**config.mk**
```make
export PLATFORM = sky130hd
export DESIGN_NAME = recfg_ctrl
export DESIGN_NICKNAME = d
export VERILOG_FILES = /design/src/hdl/recfg_pkg.sv /design/src/hdl/cfg_word_if.sv /design/src/hdl/cfg_word_dec.sv /design/src/hdl/recfg_ctrl.sv
export SDC_FILE = /design/constraint.sdc
export NUM_CORES = 1
export LEC_CHECK = 0
export ABC_AREA = 0
export BUFFER_PORTS_ARGS = -buffer_cell sky130_fd_sc_hd__buf_2
export CAP_MARGIN = 20
export CELL_PAD_IN_SITES_DETAIL_PLACEMENT = 0
export CELL_PAD_IN_SITES_GLOBAL_PLACEMENT = 2
export CORE_AREA = 3 3 168 170
export DETAILED_ROUTE_END_ITERATION = 10
export DIE_AREA = 0 0 171 173
export GPL_TIMING_DRIVEN = 0
export PLACE_DENSITY = 0.88
export SKIP_LAST_GASP = 1
export SLEW_MARGIN = 20
export SYNTH_ARGS = -nofsm -noshare
export SYNTH_HDL_FRONTEND = slang
export SYNTH_SLANG_ARGS = --single-unit
```
**constraint.sdc**
```tcl
create_clock -name clk_sys -period 4 [get_ports clk_sys]
set_input_delay 0.8 -clock clk_sys [delete_from_list [all_inputs] [get_ports clk_sys]]
set_output_delay 0.8 -clock clk_sys [all_outputs]
set_load 0.03 [all_outputs]
```
**src/hdl/recfg_pkg.sv**
```systemverilog
package recfg_pkg;
   // apb map, byte addresses of 32-bit words
   localparam logic [7:0] OFS_CTRL  = 8'h00;
   localparam logic [7:0] OFS_STAT  = 8'h04;
   localparam logic [7:0] OFS_WBS   = 8'h08;
   localparam logic [7:0] OFS_HIST  = 8'h0c;
   localparam logic [7:0] OFS_PORT  = 8'h10;
   // control fields
   localparam int CTRL_MODE_LSB = 0;
   localparam int CTRL_ENC      = 3;
   localparam int CTRL_FB_DIS   = 4;
   localparam int CTRL_WDOG     = 5;
   localparam logic [5:0] CTRL_RST = 6'h00;
   // configuration modes
   localparam logic [2:0] MODE_MSERIAL = 3'h0;
   localparam logic [2:0] MODE_SPI     = 3'h1;
   localparam logic [2:0] MODE_PARALLEL_FLASH_INCREMENTING  = 3'h2;
   localparam logic [2:0] MODE_BPI_DN  = 3'h3;
   localparam logic [2:0] MODE_MPAR    = 3'h4;
   localparam logic [2:0] MODE_JTAG    = 3'h5;
   localparam logic [2:0] MODE_SPAR    = 3'h6;
   localparam logic [2:0] MODE_SSERIAL = 3'h7;
   // warm start register: select pins above the flash address
   localparam int WBS_RS_LSB   = 26;
   localparam int FLASH_AW     = 26;
   localparam int SPI_AW       = 24;
   localparam logic [27:0] WBS_RST = 28'h0000000;
   localparam logic [25:0] ADDR_UP_DEF = 26'h0000000;
   localparam logic [25:0] ADDR_DN_DEF = 26'h3ffffff;
   localparam logic [25:0] ADDR_DN_FB  = 26'h00fffff;
   localparam logic [1:0]  RS_FALLBACK = 2'h0;
   // command stream words
   localparam logic [31:0] W_SYNC    = 32'haa995566;
   localparam logic [31:0] H_WBS_WR  = 32'h30020001;
   localparam logic [31:0] H_CMD_WR  = 32'h30008001;
   localparam logic [31:0] C_INTERNAL_PROGRAM_CMD   = 32'h0000000f;
   localparam logic [31:0] C_DESYNC  = 32'h0000000d;
   // history entry: wrap crc id wto internal_program_cmd fallback valid
   localparam int HE_W     = 7;
   localparam int HE_VALID = 0;
   localparam int HE_FB    = 1;
   localparam int HE_INTERNAL_PROGRAM_CMD = 2;
   localparam int HE_WTO   = 3;
   localparam int HE_ID    = 4;
   localparam int HE_CRC   = 5;
   localparam int HE_WRAP  = 6;
   // memory clear time
   localparam int CLK_NS    = 50;
   localparam int CLEAR_NS  = 1000;
   localparam int CLEAR_CYC = (CLEAR_NS + CLK_NS - 1) / CLK_NS;
   typedef enum logic [2:0] {ST_PULSE, ST_CLEAR, ST_LOAD, ST_USER, ST_HALT} state_e;
   typedef enum logic [1:0] {K_FIRST, K_WARM, K_FB} kind_e;
   typedef enum logic [1:0] {DS_HUNT, DS_HDR, DS_WBS, DS_CMD} dec_e;
endpackage

```
**src/hdl/cfg_word_if.sv**
```systemverilog
`timescale 1ns/1ps
interface cfg_word_if;
   logic        word_valid;
   logic [31:0] word;
   logic        flush;
   logic        wbs_wr;
   logic [27:0] wbs_data;
   logic        internal_program_cmd;
   logic        synced;
   modport dec (input word_valid, word, flush, output wbs_wr, wbs_data, internal_program_cmd, synced);
   modport ctl (output word_valid, word, flush, input wbs_wr, wbs_data, internal_program_cmd, synced);
endinterface

```
**src/hdl/cfg_word_dec.sv**
```systemverilog
`timescale 1ns/1ps
module cfg_word_dec
   import recfg_pkg::*;
(
   // clock and reset
   input wire logic clk_sys,
   input wire logic srst,
   // command stream
   cfg_word_if.dec  cw
);
   dec_e st_r;

   always_ff @(posedge clk_sys) begin
      if (srst || cw.flush) begin
         st_r <= DS_HUNT;
      end else if (cw.word_valid) begin
         case (st_r)
            DS_HUNT: if (cw.word == W_SYNC) st_r <= DS_HDR;
            DS_HDR: begin
               if (cw.word == H_WBS_WR) st_r <= DS_WBS;
               else if (cw.word == H_CMD_WR) st_r <= DS_CMD;
            end
            DS_WBS:  st_r <= DS_HDR;
            DS_CMD: begin
               // desync or warm boot both drop the stream lock
               if (cw.word == C_DESYNC || cw.word == C_INTERNAL_PROGRAM_CMD) st_r <= DS_HUNT;
               else st_r <= DS_HDR;
            end
            default: st_r <= DS_HUNT;
         endcase
      end
   end

   always_ff @(posedge clk_sys) begin
      if (srst || cw.flush) begin
         cw.wbs_wr   <= 1'b0;
         cw.wbs_data <= WBS_RST;
         cw.internal_program_cmd    <= 1'b0;
      end else begin
         cw.wbs_wr <= cw.word_valid && st_r == DS_WBS;
         if (cw.word_valid && st_r == DS_WBS) cw.wbs_data <= cw.word[27:0];
         // a null command patched to low nibble ones is the same word
         cw.internal_program_cmd <= cw.word_valid && st_r == DS_CMD && cw.word == C_INTERNAL_PROGRAM_CMD;
      end
   end

   assign cw.synced = st_r != DS_HUNT;
endmodule

```
**src/hdl/recfg_ctrl.sv**
```systemverilog
`timescale 1ns/1ps
// How it works
// - reconfig pulse resets config logic; warm start and history registers survive
// - pulse drops init and done, then configuration restarts with memory clear
// - select pins float pulled up first time, pulled down after configuration
// - configuration error pulses reset and drives select pins to 00
// - id, crc, watchdog, wrap errors or user watchdog timeout start fallback
// - failing fallback image halts with init and done held low
// - no fallback with encryption, slave parallel mode, or fallback disabled
// - warm boot command inside a fallback image is ignored
// - watchdog off after fallback until a warm boot load succeeds
// - fallback address zero, or fixed low address in decrementing parallel mode
// - flash reading continues until done goes high
// - warm boot resets like program pin but keeps reconfig state, uses warm start
// - default start address zero, or all ones in decrementing parallel mode
// - header 30020001 then one word loads the warm start register
// - header 30008001 then 0000000f starts warm boot
// - warm boot: init, done low, clear, init high, load from warm start
// - serial flash gets 24-bit address; parallel gets pins and 26 lines
// - select pins follow warm start in all modes; address only in flash modes
// - during warm boot the select pins are actively driven
// - parallel flash pins go to user logic after configuration
// - null command with low four bits set acts as warm boot
// - program pin, jtag program or power-on start initial configuration
// - boot history is a two-entry queue with valid bits
module recfg_ctrl
   import recfg_pkg::*;
#(
   parameter int CLEAR_CYCLES = CLEAR_CYC
)
(
   // clock and reset
   input  wire logic                clk_sys,
   input  wire logic                srst,
   // apb slave
   input  wire logic                psel,
   input  wire logic                penable,
   input  wire logic                pwrite,
   input  wire logic [7:0]          paddr,
   input  wire logic [31:0]         pwdata,
   output logic      [31:0]         prdata,
   output logic                     pready,
   output logic                     pslverr,
   // configuration start events
   input  wire logic                program_n,
   input  wire logic                jtag_program_instruction,
   // configuration engine
   input  wire logic                img_word_valid,
   input  wire logic [31:0]         img_word,
   input  wire logic                err_id,
   input  wire logic                err_crc,
   input  wire logic                err_wto,
   input  wire logic                err_wrap,
   input  wire logic                usr_wdog_timeout,
   input  wire logic                cfg_complete,
   // sequencing
   output logic                     cfg_reset_pulse,
   output logic                     clear_mem,
   output logic                     init_b,
   output logic                     done,
   output logic                     watchdog_enable,
   output logic                     user_io_release,
   // revision select pins
   output logic      [1:0]          revision_select_pins_out,
   output logic                     revision_select_pins_oe,
   output logic                     revision_select_pins_pu,
   output logic                     revision_select_pins_pd,
   // flash start address
   output logic      [FLASH_AW-1:0] flash_addr,
   output logic                     flash_addr_oe,
   output logic                     flash_read_en,
   output logic      [SPI_AW-1:0]   spi_start_addr,
   output logic                     spi_addr_send
);
   // the clear counter is 16 bits wide, so longer clears cannot be timed
   if (CLEAR_CYCLES < 1 || CLEAR_CYCLES > 65535) begin : g_bad_clear
      $error("CLEAR_CYCLES out of range");
   end

   state_e                state_r;
   kind_e                 kind_r;
   logic [15:0]           clr_cnt_r;
   logic [5:0]            ctrl_r;
   logic [27:0]           warm_start_address_reg;
   logic [2*HE_W-1:0]     boot_history_status_reg;
   logic                  first_done_r;
   logic                  wdog_perm_r;
   logic                  internal_program_cmd_seen_r;
   logic                  port_valid_r;
   logic [31:0]           port_word_r;
   logic [31:0]           prdata_r;
   logic                  full_start;
   logic                  wr_acc;
   logic                  setup;
   logic                  mapped;
   logic                  any_err;
   logic                  fb_allowed;
   logic                  trig_fb;
   logic                  trig_warm;
   logic                  to_halt;
   logic                  load_end;
   logic                  push;
   logic [HE_W-1:0]       entry;
   logic [2:0]            mode;
   logic                  par_mode;
   logic [FLASH_AW-1:0]   start_addr;

   cfg_word_if cw ();

   cfg_word_dec u_dec (
      .clk_sys (clk_sys),
      .srst    (srst),
      .cw      (cw)
   );

   assign mode     = ctrl_r[CTRL_MODE_LSB +: 3];
   assign par_mode = mode == MODE_PARALLEL_FLASH_INCREMENTING || mode == MODE_BPI_DN;

   // program pin or jtag program restart everything, reconfig state too
   assign full_start = !program_n || jtag_program_instruction;
   assign any_err    = err_id || err_crc || err_wto || err_wrap;
   assign fb_allowed = !ctrl_r[CTRL_ENC] && mode != MODE_SPAR && !ctrl_r[CTRL_FB_DIS];

   always_comb begin
      trig_fb   = 1'b0;
      trig_warm = 1'b0;
      to_halt   = 1'b0;
      load_end  = 1'b0;
      if (state_r == ST_LOAD) begin
         if (any_err) begin
            load_end = 1'b1;
            // a second failure has nowhere safer to go
            if (fb_allowed && kind_r != K_FB) trig_fb = 1'b1;
            else to_halt = 1'b1;
         end else if (cw.internal_program_cmd && kind_r != K_FB) begin
            load_end  = 1'b1;
            trig_warm = 1'b1;
         end else if (cfg_complete) begin
            load_end = 1'b1;
         end
      end else if (state_r == ST_USER) begin
         if (usr_wdog_timeout && watchdog_enable && ctrl_r[CTRL_WDOG] && fb_allowed) trig_fb = 1'b1;
         else if (cw.internal_program_cmd) trig_warm = 1'b1;
      end
   end

   // the entry closes the current load before the reset pulse
   assign push = !full_start && (load_end || trig_fb);

   always_comb begin
      entry           = '0;
      entry[HE_VALID] = 1'b1;
      entry[HE_FB]    = kind_r == K_FB;
      // an ignored embedded warm boot is still recorded
      entry[HE_INTERNAL_PROGRAM_CMD] = kind_r == K_WARM || internal_program_cmd_seen_r || cw.internal_program_cmd;
      entry[HE_WTO]   = (state_r == ST_LOAD && err_wto) || state_r == ST_USER;
      entry[HE_ID]    = state_r == ST_LOAD && err_id;
      entry[HE_CRC]   = state_r == ST_LOAD && err_crc;
      entry[HE_WRAP]  = state_r == ST_LOAD && err_wrap;
   end

   always_ff @(posedge clk_sys) begin
      if (srst) begin
         state_r <= ST_CLEAR;
         kind_r  <= K_FIRST;
      end else if (full_start) begin
         state_r <= ST_CLEAR;
         kind_r  <= K_FIRST;
      end else begin
         case (state_r)
            ST_PULSE: state_r <= ST_CLEAR;
            ST_CLEAR: if (clr_cnt_r == 16'(CLEAR_CYCLES - 1)) state_r <= ST_LOAD;
            ST_LOAD, ST_USER: begin
               if (trig_fb) begin
                  state_r <= ST_PULSE;
                  kind_r  <= K_FB;
               end else if (trig_warm) begin
                  state_r <= ST_PULSE;
                  kind_r  <= K_WARM;
               end else if (to_halt) begin
                  state_r <= ST_HALT;
               end else if (state_r == ST_LOAD && cfg_complete) begin
                  state_r <= ST_USER;
               end
            end
            ST_HALT: state_r <= ST_HALT;
            default: state_r <= ST_CLEAR;
         endcase
      end
   end

   always_ff @(posedge clk_sys) begin
      // a long program pulse must not run the count past its end point
      if (srst || full_start || state_r != ST_CLEAR) clr_cnt_r <= '0;
      else clr_cnt_r <= clr_cnt_r + 16'h0001;
   end

   always_ff @(posedge clk_sys) begin
      if (srst || full_start || state_r == ST_PULSE) internal_program_cmd_seen_r <= 1'b0;
      else if (state_r == ST_LOAD && cw.internal_program_cmd) internal_program_cmd_seen_r <= 1'b1;
   end

   always_ff @(posedge clk_sys) begin
      if (srst || full_start) first_done_r <= 1'b0;
      else if (state_r == ST_LOAD && cfg_complete && !any_err) first_done_r <= 1'b1;
   end

   always_ff @(posedge clk_sys) begin
      if (srst || full_start) begin
         wdog_perm_r <= 1'b1;
      end else if (trig_fb) begin
         wdog_perm_r <= 1'b0;
      end else if (state_r == ST_LOAD && cfg_complete && !any_err && kind_r == K_WARM) begin
         wdog_perm_r <= 1'b1;
      end
   end

   // reconfig pulse spares this register; only program or power-on clears it
   always_ff @(posedge clk_sys) begin
      if (srst || full_start) boot_history_status_reg <= '0;
      else if (push) boot_history_status_reg <= {boot_history_status_reg[HE_W-1:0], entry};
   end

   always_ff @(posedge clk_sys) begin
      if (srst || full_start) begin
         warm_start_address_reg <= WBS_RST;
      end else if (cw.wbs_wr) begin
         warm_start_address_reg <= cw.wbs_data;
      end else if (wr_acc && paddr == OFS_WBS) begin
         warm_start_address_reg <= pwdata[27:0];
      end
   end

   // start address chosen as the memory clear ends
   always_comb begin
      if (kind_r == K_WARM) begin
         start_addr = warm_start_address_reg[FLASH_AW-1:0];
      end else if (kind_r == K_FB) begin
         start_addr = (mode == MODE_BPI_DN) ? ADDR_DN_FB : ADDR_UP_DEF;
      end else begin
         start_addr = (mode == MODE_BPI_DN) ? ADDR_DN_DEF : ADDR_UP_DEF;
      end
   end

   always_ff @(posedge clk_sys) begin
      if (srst) begin
         flash_addr     <= ADDR_UP_DEF;
         spi_start_addr <= '0;
         spi_addr_send  <= 1'b0;
      end else begin
         spi_addr_send <= 1'b0;
         if (state_r == ST_CLEAR && clr_cnt_r == 16'(CLEAR_CYCLES - 1) && !full_start) begin
            if (par_mode) flash_addr <= start_addr;
            if (mode == MODE_SPI) begin
               spi_start_addr <= start_addr[SPI_AW-1:0];
               spi_addr_send  <= 1'b1;
            end
         end
      end
   end

   always_comb begin
      revision_select_pins_oe  = kind_r != K_FIRST && state_r inside {ST_PULSE, ST_CLEAR, ST_LOAD};
      revision_select_pins_out = (kind_r == K_FB) ? RS_FALLBACK
                                 : warm_start_address_reg[WBS_RS_LSB +: 2];
      revision_select_pins_pu  = !revision_select_pins_oe && !first_done_r;
      revision_select_pins_pd  = !revision_select_pins_oe && first_done_r;
   end

   assign cfg_reset_pulse = state_r == ST_PULSE;
   assign clear_mem       = state_r == ST_CLEAR;
   assign init_b          = state_r == ST_LOAD || state_r == ST_USER;
   assign done            = state_r == ST_USER;
   assign flash_read_en   = state_r == ST_LOAD;
   assign flash_addr_oe   = state_r == ST_LOAD && par_mode;
   assign user_io_release = state_r == ST_USER;
   assign watchdog_enable = wdog_perm_r && kind_r != K_FB;

   // image words while loading, internal port words once running
   assign cw.word_valid = (state_r == ST_LOAD) ? img_word_valid
                        : (state_r == ST_USER && port_valid_r);
   assign cw.word       = (state_r == ST_LOAD) ? img_word : port_word_r;
   assign cw.flush      = state_r == ST_PULSE || state_r == ST_CLEAR || full_start;

   // apb: zero wait states, read data captured in the setup cycle
   assign setup   = psel && !penable;
   assign wr_acc  = psel && penable && pwrite;
   assign mapped  = paddr inside {OFS_CTRL, OFS_STAT, OFS_WBS, OFS_HIST, OFS_PORT};
   assign pready  = 1'b1;
   assign pslverr = psel && penable && !mapped;
   assign prdata  = prdata_r;

   always_ff @(posedge clk_sys) begin
      if (srst) ctrl_r <= CTRL_RST;
      else if (wr_acc && paddr == OFS_CTRL) ctrl_r <= pwdata[5:0];
   end

   always_ff @(posedge clk_sys) begin
      if (srst) begin
         port_valid_r <= 1'b0;
         port_word_r  <= '0;
      end else begin
         port_valid_r <= wr_acc && paddr == OFS_PORT;
         if (wr_acc && paddr == OFS_PORT) port_word_r <= pwdata;
      end
   end

   always_ff @(posedge clk_sys) begin
      if (srst) begin
         prdata_r <= '0;
      end else if (setup && !pwrite) begin
         case (paddr)
            OFS_CTRL: prdata_r <= {26'h0, ctrl_r};
            OFS_STAT: prdata_r <= {22'h0, cw.synced, kind_r, first_done_r, watchdog_enable,
                                   init_b, done, state_r};
            OFS_WBS:  prdata_r <= {4'h0, warm_start_address_reg};
            OFS_HIST: prdata_r <= {18'h0, boot_history_status_reg};
            default:  prdata_r <= '0;
         endcase
      end
   end
endmodule

```
After elaboration in Yosys (flattened, before gate mapping)

Index checks and enable logic that the tools add are counted.

Word-level logic and storage cells: 174
Bits of input ports: 86
Register bits after elaboration: 220

Bitwise gates (word level): 1
Reductions and logical operators: 80
Add/sub/neg operators: 1
Equal/unequal tests: 29
Muxes and demuxes: 44

Operators by type and width:

| kind                                                               | number |
|---|---|
| 28-bit case mux with 4 select lines                                | 1 |
| 26-bit 2-to-1 mux                                                  | 3 |
| 32-bit by 30-bit == test with 1-bit output (second input constant) | 2 |
| 32-bit by 4-bit == test with 1-bit output (second input constant)  | 2 |
| 28-bit 2-to-1 mux                                                  | 2 |
| 1-bit logical AND                                                  | 35 |
| 32-bit == test (second input constant)                             | 1 |
| 32-bit 2-to-1 mux                                                  | 1 |
| 1-bit 2-to-1 mux                                                   | 23 |
| 20-bit 2-to-1 mux                                                  | 1 |
| 1-bit logical OR                                                   | 17 |
| 16-bit by 1-bit adder with 16-bit output (second input constant)   | 1 |
| 16-bit by 5-bit == test with 1-bit output (second input constant)  | 1 |
| 8-bit by 4-bit == test with 1-bit output (second input constant)   | 2 |
| 3-bit 2-to-1 mux                                                   | 5 |
| 3-bit by 2-bit == test with 1-bit output (second input constant)   | 4 |
| 2-bit 2-to-1 mux                                                   | 6 |
| 1-bit zero test                                                    | 10 |
| 2-bit nonzero test                                                 | 5 |
| 3-bit case mux with 3 select lines                                 | 1 |
| 8-bit by 3-bit == test with 1-bit output (second input constant)   | 1 |
| 8-bit by 5-bit == test with 1-bit output (second input constant)   | 1 |
| 8-bit zero test                                                    | 1 |
| 2-bit case mux with 4 select lines                                 | 1 |
| 17 further kinds                                                   | 28 |

Longest topological paths before layout

Gate-level depths: netlist (run 1).

Word-level depth: 11
Gate-level depth with buffers: 10
Depth with buffers taken out: 7

Modules after synthesis

From an unflattened synthesis (run 1), not the netlist that was laid out.

Cells, all modules: 1127
Area, all modules: 9442.8 um2

By module, submodules not included:

| module       | instances | cells each | area each (um2) |
|---|---|---|---|
| recfg_ctrl   | 1         | 963        | 8146.6 |
| cfg_word_dec | 1         | 164        | 1296.2 |

Worst setup path before layout (run 1)

OpenSTA, ideal clock, no wires.

Kind: input to output
Start: input port paddr[2]
End: output port pslverr
Arrival time: 2.149 ns
Stages on the path: 4
Slack: 1.051 ns
Cells stage by stage: clkbuf_1 > buf_1 > o21ai_0 > a21oi_1

Word-level cells in the longest chain between the ends: 4

Ends and longest elaborated chain:

| what                                                             | line              | source |
|---|---|---|
| from (decl)                                                      | recfg_ctrl.sv:39  | `input wire logic [7:0] paddr,` |
| 8-bit by 3-bit == test with 1-bit output (tied with other cells) | recfg_ctrl.sv:288 | `assign mapped = paddr inside {OFS_CTRL, OFS_STAT, OFS_WBS, OFS_HIST, OFS_PORT};` |
| 5-bit nonzero test (*)                                           | recfg_ctrl.sv:288 |  |
| 1-bit zero test (*)                                              | recfg_ctrl.sv:290 | `assign pslverr = psel && penable && !mapped;` |
| 1-bit logical AND (*)                                            | recfg_ctrl.sv:290 |  |
| to (decl)                                                        | recfg_ctrl.sv:43  | `output logic pslverr,` |

Every way passes the cells marked *; elsewhere a longest branch is shown, timed or not.

Worst setup path in the final report (run 1)

Start: register state_r[0]
End: output port flash_read_en

Word-level cells in the longest chain between the ends: 1

Ends and longest elaborated chain:

| what                                     | line              | source |
|---|---|---|
| from (decl)                              | recfg_ctrl.sv:80  | `state_e state_r;` |
| from (signal assigned)                   | recfg_ctrl.sv:164 | `state_r <= ST_CLEAR;` |
| from (signal assigned)                   | recfg_ctrl.sv:167 | `state_r <= ST_CLEAR;` |
| from (signal assigned)                   | recfg_ctrl.sv:171 | `ST_PULSE: state_r <= ST_CLEAR;` |
| 3-bit by 2-bit == test with 1-bit output | recfg_ctrl.sv:274 | `assign flash_read_en = state_r == ST_LOAD;` |
| to (decl)                                | recfg_ctrl.sv:71  | `output logic flash_read_en,` |

Every way passes these cells.

==> reports/metrics.cfg, run 1 <==
[detailed_routing]
viasPerCell = 5.26
drc = 0
ant_nets = 0
num_vias = 8862
wl_per_cell_um = 19.4
drt-initial-drc-count = 735
wl_mm = 32.7
drtPass1Iterations = 5

[power]
p_seq_frac = 0.450
pwr-share-clk = 0.515
internal-power_mw = 3.75
p_sw_mw = 1.03
combPwrFrac = 0.035
p_sw_frac = 0.215
ir_drop_mv = 0.302
p_per_area_nw_per_um2 = 415
leakage_nw = 4.13

[die]
start_util = 0.346
fp.dieW_um = 171
core_area_um2 = 26900
fp.dieH_um = 173
rows = 60
die_area_um2 = 29600
io_pins = 184

[finish]
final_common_cell = dfxtp_1
antenna_cells = 0
area_growth_pct = 23.8
drive_above_1_share = 0.198
largest-register = port_word_r
postLayoutCoreUtil = 0.429
filler_cell_count = 2794
final_cell_mix = dfxtp_1 (216), buf_2 (196), nor2_1 (174), nand2_1 (144), a21oi_1 (94)
largest_reg_flops = 32
nNetsFinal = 1413

[placement]
pre_cts_slack_ns = 0.841
port_buffers = 175
routabilityCongestion = 0.895
dp_hpwl_mm = 25.4

[cts]
postCtsHoldBufs = 0
cts_buffers = 25
cts_tree = done
cts_resized = 0
insertion_delay_ns = 0.53
cts.sink_count = 216
cts_setup_buffers = 0
path_clk_slew_ns = 0.06
cts-root-buf = clkbuf_16
htreeDepth = 1
clockBufferDepth = 3

[synthesis]
synthArstFlopShare = 0
ys_seq_elements = 216
ys.flop_type = dfxtp_1
synth.distinct_cells = 58
synth_edf_count = 0
yosysSeqAreaShare = 0.465
avgSynthCellArea_um2 = 8.30
synthCells = 1121
syn_area_um2 = 9300
ys_warn_count = 0

[worst_setup_path]
worstPathRequired_ns = 3.20
cp.arrival_ns = 2.84
crit_start = state_r[0]$_SDFFE_PP1P_
critPathMaxFanout = 10
worstSetupEndpoint = flash_read_en
reg2reg_to = u_dec.st_r[0]$_SDFFE_PP0P_
rr_worst_depth = 8
path_class = flop to output pin
crit_path_end_kind = output pin
rrSetupSlack_ns = 0.96
rr_startpoint = state_r[0]$_SDFFE_PP1P_
critPathLaunchType = flop

[grt]
track_usage = 0.212
antenna_found_initial = 0
grt_pass1_wl_mm = 49.4
grt_pass1_vias = 8320
grt_max_degree = 14
grt-ovfl-total = 0

[sta]
worstMarginPinSlew_ns = 0.766
maxSlewViolCount = 0
fin_crit_ns = 3.64
setup_ws_ns = 0.357
maxSlewHeadroom = 0.475
setup_tns_ns = 0
fin_skew_ns = 0.0209
setup_viol = 0
finalHoldViolCount = 0
rsz0062_at_grt = no
fmax_mhz = 274
fin_crit_sh = 0.911

[worst_hold_path]
holdCritPathClass = flop to flop

[flow_run]
drv_cap = 0

[run_status]
outcome = finished clean

## cell usage after synthesis (3+ instances only)
| master | count | share of area |
|---|---|---|
| and3_1 | 6 | 0.0040 |
| mux4_2 | 6 | 0.015 |
| nor4b_1 | 5 | 0.0047 |
| nand4b_1 | 3 | 0.0028 |
| nand4_1 | 5 | 0.0034 |
| nor2b_1 | 11 | 0.0074 |
| dfxtp_1 | 216 | 0.46 |
| a22oi_1 | 20 | 0.016 |
| a2111oi_0 | 3 | 0.0028 |
| buf_1 | 8 | 0.0032 |
| xor2_1 | 9 | 0.0085 |
| mux2_2 | 4 | 0.0048 |
| nand2_1 | 144 | 0.058 |
| a21oi_1 | 94 | 0.051 |
| a211oi_1 | 83 | 0.067 |
| mux2i_1 | 43 | 0.046 |
| nor2_1 | 174 | 0.070 |
| nor3b_1 | 5 | 0.0040 |
| clkbuf_1 | 54 | 0.022 |
| buf_4 | 8 | 0.0065 |
| inv_1 | 8 | 0.0032 |
| or4_1 | 5 | 0.0040 |
| buf_2 | 21 | 0.011 |
| xnor2_1 | 4 | 0.0038 |
| or3_1 | 6 | 0.0040 |
| and2_1 | 5 | 0.0034 |
| nor3_1 | 26 | 0.014 |
| o21ai_0 | 36 | 0.019 |
| nand3_1 | 47 | 0.025 |
| nand2b_1 | 4 | 0.0027 |
| a31oi_1 | 5 | 0.0034 |
| a41oi_1 | 3 | 0.0028 |
| nor4_1 | 18 | 0.012 |
## kinds of logic (layout without fill, tap and decap cells)
| family | Yosys count | in the layout | synth area share |
|---|---|---|---|
| XOR/XNOR | 13 | 13 | 0.0122 |
| AND/OR/NAND/NOR | 481 | 481 | 0.237 |
| multiplexers | 53 | 53 | 0.0656 |
| flip-flops | 216 | 216 | 0.465 |
| other | 2 | 5 | 0.000807 |
| AO/OA/AOI/OAI | 255 | 255 | 0.172 |
| buffers and inverters | 100 | 319 | 0.0464 |
| adder cells (fa/ha/maj) | 1 | 1 | 0.00134 |
## cell type report
class / count / area [um^2] / share of cell area
Buffer: 91 / 398 / 0.0345
Clock buffer: 35 / 743 / 0.0645
Clock inverter: 9 / 154 / 0.0134
Inverter: 9 / 33.8 / 0.00293
Multi-Input combinational cell: 808 / 4560 / 0.396
Sequential cell: 216 / 4320 / 0.375
Tap cell: 341 / 427 / 0.0370
Timing Repair Buffer: 175 / 876 / 0.0760
## per-layer routing
metal	global-route usage	routed length (um)
met2	0.324	14200
met1	0.311	15500
met3	0.0350	2190
met4	0.0516	722
met5	0	0
## worst max-delay path: stages, from the launching register on
cell	delay (ns)
dfxtp_1	0.37
or3b_1	0.41
buf_4	0.20
inv_2	0.14
buf_2	0.31
buf_1	0.58
buf_2	0.32
## power groups by stage
stage / logic [mW] / clock network [mW] / registers (mW)
final: 0.165 / 2.46 / 2.15
after detailed placement: 0.164 / 0 / 2.20
after global placement: 0.164 / 0 / 2.20
after floorplan: 0.0694 / 0 / 2.20
after global routing: 0.178 / 2.60 / 2.15
after CTS: 0.164 / 2.50 / 2.15
## worst min path at each step
stage                                 start  cells past startpoint                       to  slack (ns)
floorplan           clr_cnt_r[0]$_SDFF_PP0_                      1  clr_cnt_r[0]$_SDFF_PP0_        0.43
global placement    clr_cnt_r[0]$_SDFF_PP0_                      1  clr_cnt_r[0]$_SDFF_PP0_        0.45
detailed placement   prdata[2]$_SDFFE_PP0P_                      2   prdata[2]$_SDFFE_PP0P_        0.45
CTS                  prdata[2]$_SDFFE_PP0P_                      2   prdata[2]$_SDFFE_PP0P_        0.46
global route        clr_cnt_r[0]$_SDFF_PP0_                      1  clr_cnt_r[0]$_SDFF_PP0_        0.49
finish               prdata[2]$_SDFFE_PP0P_                      2   prdata[2]$_SDFFE_PP0P_        0.46
## per-stage QoR
step	instances	power, mW	hold WS [ns]	area (um^2)
finish	1684	4.78	0.458	11500
global placement	1640	2.36	0.446	10600
global route	1684	4.93	0.487	11500
detailed placement	1640	2.36	0.446	10600
CTS	1684	4.82	0.457	11500
floorplan	1124	2.27	0.430	9310
No activity file was read; power rests on OpenSTA's default activity.
==> run 2: changes to the inputs <==
CORE_AREA = 2 2 167 169   (was 3 3 168 170)
DIE_AREA = 0 0 169 171   (was 0 0 171 173)
PLACE_DENSITY = 0.86   (was 0.88)
==> run 2 against run 1 <==
  * Clock skew is 0.0038 ns lower
  * Critical path depth stayed put
  * Sequential power hardly changed
  * Clock-buffer cell count stayed put
  * Core utilization is 1.2 points lower
  * Power is 5.8% lower
  * Wire length is 0.42% higher
  * Setup slack worse by 0.079 ns
  * Via count is 0.89% higher
  * Critical endpoint is now flash_addr_oe
==> reports/metrics.cfg, run 2 (synthesis gave the netlist of run 1 again) <==
[sta]
maxSlewViolCount = 0  ; unchanged
finalHoldViolCount = 0  ; unchanged
setup_tns_ns = 0  ; unchanged
setup_viol = 0  ; unchanged
fmax_mhz = 269  ; -2.1%
rsz0062_at_grt = no
fin_crit_sh = 0.930  ; +0.0197
maxSlewHeadroom = 0.331  ; -0.144
fin_skew_ns = 0.0170  ; -0.00382 ns
fin_crit_ns = 3.72  ; +0.0786 ns
worstMarginPinSlew_ns = 0.995  ; +0.229 ns
setup_ws_ns = 0.278  ; -0.0786 ns

[placement]
dpl_cell_area_um2 = 10600  ; unchanged
pre_cts_slack_ns = 0.891  ; +0.0498 ns
dp_hpwl_mm = 25.7  ; +1.1%
routabilityCongestion = 0.906  ; +1.2%
port_buffers = 175  ; unchanged

[detailed_routing]
ant_nets = 0  ; unchanged
viasPerCell = 5.30  ; +0.77%
drtPass1Iterations = 4  ; -1
wl_mm = 32.8  ; +0.42%
wl_per_cell_um = 19.5  ; +0.30%
drt-initial-drc-count = 704  ; -4.2%
drc = 0  ; unchanged
num_vias = 8941  ; +0.89%

[cts]
htreeDepth = 1  ; unchanged
cts_setup_buffers = 0  ; unchanged
clockBufferDepth = 3  ; unchanged
cts.sink_count = 216  ; unchanged
path_clk_slew_ns = 0.05  ; about the same
cts_resized = 0  ; unchanged
cts_tree = done
cts_buffers = 25  ; unchanged
postCtsHoldBufs = 0  ; unchanged
cts-root-buf = clkbuf_16
insertion_delay_ns = 0.53  ; about the same

[worst_hold_path]
min_to = prdata[1]$_SDFFE_PP0P_
holdCritPathClass = flop to flop
worstHoldStart = prdata[1]$_SDFFE_PP0P_
hold_depth = 2  ; unchanged

[power]
ir_drop_mv = 0.290  ; -3.8%
leakage_nw = 4.08  ; -1.3%
total_power_mw = 4.50  ; -5.8%
p_per_area_nw_per_um2 = 395  ; -4.8%

[finish]
largest_reg_flops = 32  ; unchanged
largest-register = port_word_r
postLayoutCoreUtil = 0.417  ; -0.0116
final_common_cell = dfxtp_1
final_cell_mix = dfxtp_1 (216), buf_2 (196), nor2_1 (174), nand2_1 (144), a21oi_1 (94)
antenna_cells = 0  ; unchanged
area_growth_pct = 22.5
nNetsFinal = 1413  ; unchanged
stdcell_area_um2 = 11400  ; -1.1%
drive_above_1_share = 0.193  ; -0.00553

[worst_setup_path]
rr_worst_depth = 8  ; unchanged
rr_startpoint = state_r[0]$_SDFFE_PP1P_
rrSetupSlack_ns = 0.96  ; about the same
critPathLaunchType = flop
reg2reg_to = u_dec.st_r[0]$_SDFFE_PP0P_
worstPathRequired_ns = 3.20  ; about the same
critPathMaxFanout = 10  ; unchanged
path_class = flop to output pin
cp.arrival_ns = 2.92  ; +0.08 ns
crit_path_end_kind = output pin

[die]
rows = 61  ; +1.7%
fp.dieH_um = 171  ; -1.2%
fp.dieW_um = 169  ; -1.2%
core_area_um2 = 27300  ; +1.7%
start_util = 0.340  ; -0.00567
die_area_um2 = 28900  ; -2.3%
io_pins = 184  ; unchanged

[grt]
grt-ovfl-total = 0  ; unchanged
grt_pass1_wl_mm = 49.4  ; about the same
grt_pass1_vias = 8443  ; +1.5%
antenna_found_initial = 0  ; unchanged
track_usage = 0.220  ; +0.00894
grt_max_degree = 14  ; unchanged

[flow_run]
drv_cap = 0  ; unchanged

[run_status]
outcome = finished clean

run 2: layout make-up:
class | count | area, um^2
multi-input combinational | 808 | 4560
sequential | 216 | 4320
clock buffer | 35 | 703
timing repair buffer | 175 | 876
tap | 346 | 433
clock inverter | 6 | 70.1
inverter | 9 | 33.8
buffer | 91 | 398
fill | 2833 | 15900
run 2: worst max-delay path by stage:
stage | startpoint | endpoint | cells past startpoint
6_report | state_r[0]$_SDFFE_PP1P_ | flash_addr_oe | 6
5_1_grt | state_r[0]$_SDFFE_PP1P_ | flash_addr_oe | 6
4_1_cts | state_r[0]$_SDFFE_PP1P_ | flash_addr_oe | 6
3_5_place_dp | paddr[2] | pslverr | 5
3_3_place_gp | state_r[0]$_SDFFE_PP1P_ | flash_addr_oe | 6
2_1_floorplan | paddr[2] | pslverr | 4
run 2: through the flow:
stage | hold slack, ns | instances
floorplan | 0.430 | 1124
global placement | 0.446 | 1645
detailed placement | 0.448 | 1645
CTS | 0.461 | 1686
global route | 0.484 | 1686
finish | 0.459 | 1686
run 2: power by group:
group | internal (mW) | switching (mW)
combinational | 0.0554 | 0.111
clock | 1.28 | 0.897
sequential | 2.15 | 0.000675
total | 3.49 | 1.01
run 2: layer usage:
metal | vias to the layer above | routed length, um | part of all wire | track usage
li1 | 4371 | - | - | -
met2 | 322 | 14500 | 0.44 | 0.353
met5 | - | 0 | 0 | 0
met4 | 0 | 956 | 0.029 | 0.0680
met1 | 4191 | 15400 | 0.47 | 0.306
met3 | 57 | 1950 | 0.060 | 0.0342
run 2: worst max-delay path, stage by stage, from the launching register on:
cell      delay [ns]
dfxtp_1         0.44
or3b_1          0.17
buf_4           0.18
clkbuf_1        0.48
buf_1           0.64
nor2_1          0.23
buf_2           0.24
==> run 3: changes to the inputs <==
CORE_AREA = 2 2 174 176   (was 2 2 167 169)
CTS_BUF_LIST = sky130_fd_sc_hd__clkbuf_16   (was not set)
DIE_AREA = 0 0 176 178   (was 0 0 169 171)
PLACE_DENSITY = 0.8   (was 0.86)
clock period = 4.1 ns   (was 4 ns; I/O delays follow)
==> run 3 against run 2 <==
  * Die area increased by 8.4%
  * Clock skew decreased by 0.0079 ns
  * Register-to-register slack improved by 0.13 ns
  * Cell count increased by 2.8%
  * Clock power decreased by 6%
  * First-iteration DRC count decreased by 3.3%
  * Sequential share of layout area decreased by 0.083 points
  * Global-route usage decreased by 0.58 points
==> reports/metrics.cfg, run 3 (synthesis gave the netlist of run 1 again) <==
[worst_setup_path]
critPathMaxFanout = 10  ; unchanged
crit_chain = or3b_1, buf_4, clkbuf_1, buf_1, nor2_1, buf_2
critPathMaxStageDelay_ns = 0.59  ; -0.05 ns
crit_path_end_kind = output pin
crit_buf_inv = 4  ; unchanged
cp.arrival_ns = 2.89  ; -0.03 ns
worstPathRequired_ns = 3.28  ; +0.08 ns
crit_family = buffers and inverters
slowest_stage = buf_1
critPathLaunchType = flop
path_class = flop to output pin

[die]
fp.dieH_um = 178  ; +4.1%
core_area_um2 = 29400  ; +7.6%
io_pins = 184  ; unchanged
fp.dieW_um = 176  ; +4.1%
rows = 63  ; +3.3%
die_area_um2 = 31300  ; +8.4%
start_util = 0.316  ; -0.0241

[finish]
final_cell_mix = dfxtp_1 (216), buf_2 (196), nor2_1 (174), nand2_1 (144), a21oi_1 (94)
nNetsFinal = 1413  ; unchanged
area_growth_pct = 22.8
drive_above_1_share = 0.192  ; -0.000430
fin_cells = 1733  ; +2.8%
final_common_cell = dfxtp_1
antenna_cells = 0  ; unchanged
largest-register = port_word_r
largest_reg_flops = 32  ; unchanged

[cts]
clockBufferDepth = 3  ; unchanged
cts_buffers = 25  ; unchanged
htreeDepth = 1  ; unchanged
cts.sink_count = 216  ; unchanged
cts-root-buf = clkbuf_16
cts_setup_buffers = 0  ; unchanged
path_clk_slew_ns = 0.06  ; about the same
insertion_delay_ns = 0.52  ; about the same
cts_tree = done
postCtsHoldBufs = 0  ; unchanged
cts_resized = 0  ; unchanged

[sta]
rsz0062_at_grt = no
fmax_mhz = 270
fin_crit_ns = 3.71
setup_tns_ns = 0  ; unchanged
fin_crit_sh = 0.905
finalHoldViolCount = 0  ; unchanged
maxSlewViolCount = 0  ; unchanged
setup_viol = 0  ; unchanged
worstMarginPinSlew_ns = 0.808  ; -0.187 ns
maxSlewHeadroom = 0.446  ; +0.115
fin_skew_ns = 0.00910  ; -0.00794 ns

[placement]
routabilityCongestion = 0.917  ; +1.3%
dp_hpwl_mm = 26.8  ; +4.5%
dp.cells = 1689  ; +2.7%
port_buffers = 175  ; unchanged

[power]
leakage_nw = 4.09  ; +0.31%
pwr-share-clk = 0.475  ; -0.010
combPwrFrac = 0.038  ; about the same
p_sw_mw = 0.998  ; -1.1%
ir_drop_mv = 0.281  ; -3.2%
p_seq_frac = 0.487  ; +0.009
p_sw_frac = 0.231  ; +0.00702
p_per_area_nw_per_um2 = 378  ; -4.4%
internal-power_mw = 3.32  ; -5.0%

[detailed_routing]
drtPass1Iterations = 6  ; +2
drc = 0  ; unchanged
wl_mm = 34.2  ; +4.1%
ant_nets = 0  ; unchanged
drt-initial-drc-count = 681  ; -3.3%
wl_per_cell_um = 19.7  ; +1.3%
num_vias = 8971  ; +0.34%
viasPerCell = 5.18  ; -2.4%

[grt]
grt_max_degree = 13  ; -1
grt-ovfl-total = 0  ; unchanged
grt.met1_usage = 0.309  ; +0.00289
grtUsageMet3 = 0.0241  ; -0.0102
met2_usage = 0.342  ; -0.0108
antenna_found_initial = 0  ; unchanged
grt_pass1_wl_mm = 52.2  ; +5.7%
track_usage = 0.215  ; -0.00576
grt.busiest_layer = met2
grt_pass1_vias = 8628  ; +2.2%

[worst_hold_path]
holdCritPathClass = flop to flop

[flow_run]
drv_cap = 0  ; unchanged

[run_status]
outcome = finished clean

## run 3: changes by cell type in the layout (fill, tap and decap cells not counted), moves of 3 or more
| cell | before | now |
|---|---|---|
| clkbuf_1 | 60 | 54 |
| clkbuf_8 | 4 | 0 |
| clkinv_1 | 0 | 3 |
| clkinv_2 | 4 | 7 |
| inv_1 | 8 | 15 |
## run 3: worst paths after layout
| check | start | endpoint | slack (ns) | cells after the start |
|---|---|---|---|---|
| worst min-delay path | prdata[2]$_SDFFE_PP0P_ | prdata[2]$_SDFFE_PP0P_ | 0.45 | 2 |
| worst min register to register | prdata[2]$_SDFFE_PP0P_ | prdata[2]$_SDFFE_PP0P_ | 0.45 | 2 |
| worst max-delay path | state_r[0]$_SDFFE_PP1P_ | flash_addr_oe | 0.39 | 6 |
| worst max register to register | state_r[0]$_SDFFE_PP1P_ | u_dec.st_r[0]$_SDFFE_PP0P_ | 1.09 | 8 |
## run 3: layout make-up
| type | count | area (um^2) |
|---|---|---|
| Sequential cell | 216 | 4320 |
| Inverter | 9 | 33.8 |
| Fill cell | 3138 | 18000 |
| Timing Repair Buffer | 175 | 876 |
| Tap cell | 390 | 488 |
| Clock buffer | 25 | 626 |
| Buffer | 91 | 398 |
| Multi-Input combinational cell | 808 | 4560 |
| Clock inverter | 19 | 111 |
## run 3: metrics by stage
step / setup WS (ns) / area (um^2) / util / total power, mW / hold slack (ns)
final: 0.390 / 11400 / 0.388 / 4.31 / 0.452
after global routing: 0.240 / 11400 / 0.388 / 4.45 / 0.479
after CTS: 0.403 / 11400 / 0.388 / 4.36 / 0.455
after detailed placement: 0.960 / 10700 / 0.363 / 2.31 / 0.447
after global placement: 0.943 / 10700 / 0.363 / 2.31 / 0.446
after floorplan: 1.11 / 9310 / - / 2.21 / 0.430
## run 3: tightest hold or removal path: cells and delay by family, from the launching register on
kind / cells / cell delay (ns)
AO/OA/AOI/OAI: 1 / 0.05
flip-flops: 1 / 0.30
AND/OR/NAND/NOR: 1 / 0.05
## run 3: power by group through the flow
stage | Combinational (mW) | Clock, mW | Sequential, mW
after floorplan | 0.0677 | 0 | 2.15
final | 0.164 | 2.05 | 2.10
after CTS | 0.164 | 2.09 | 2.10
after detailed placement | 0.163 | 0 | 2.15
after global routing | 0.178 | 2.18 | 2.10
after global placement | 0.163 | 0 | 2.15
## run 3: per-layer routing
layer | up-vias | routed length (um)
li1 | 4370 | -
met4 | 0 | 764
met3 | 49 | 1720
met1 | 4250 | 16600
met2 | 302 | 15100
met5 | - | 0
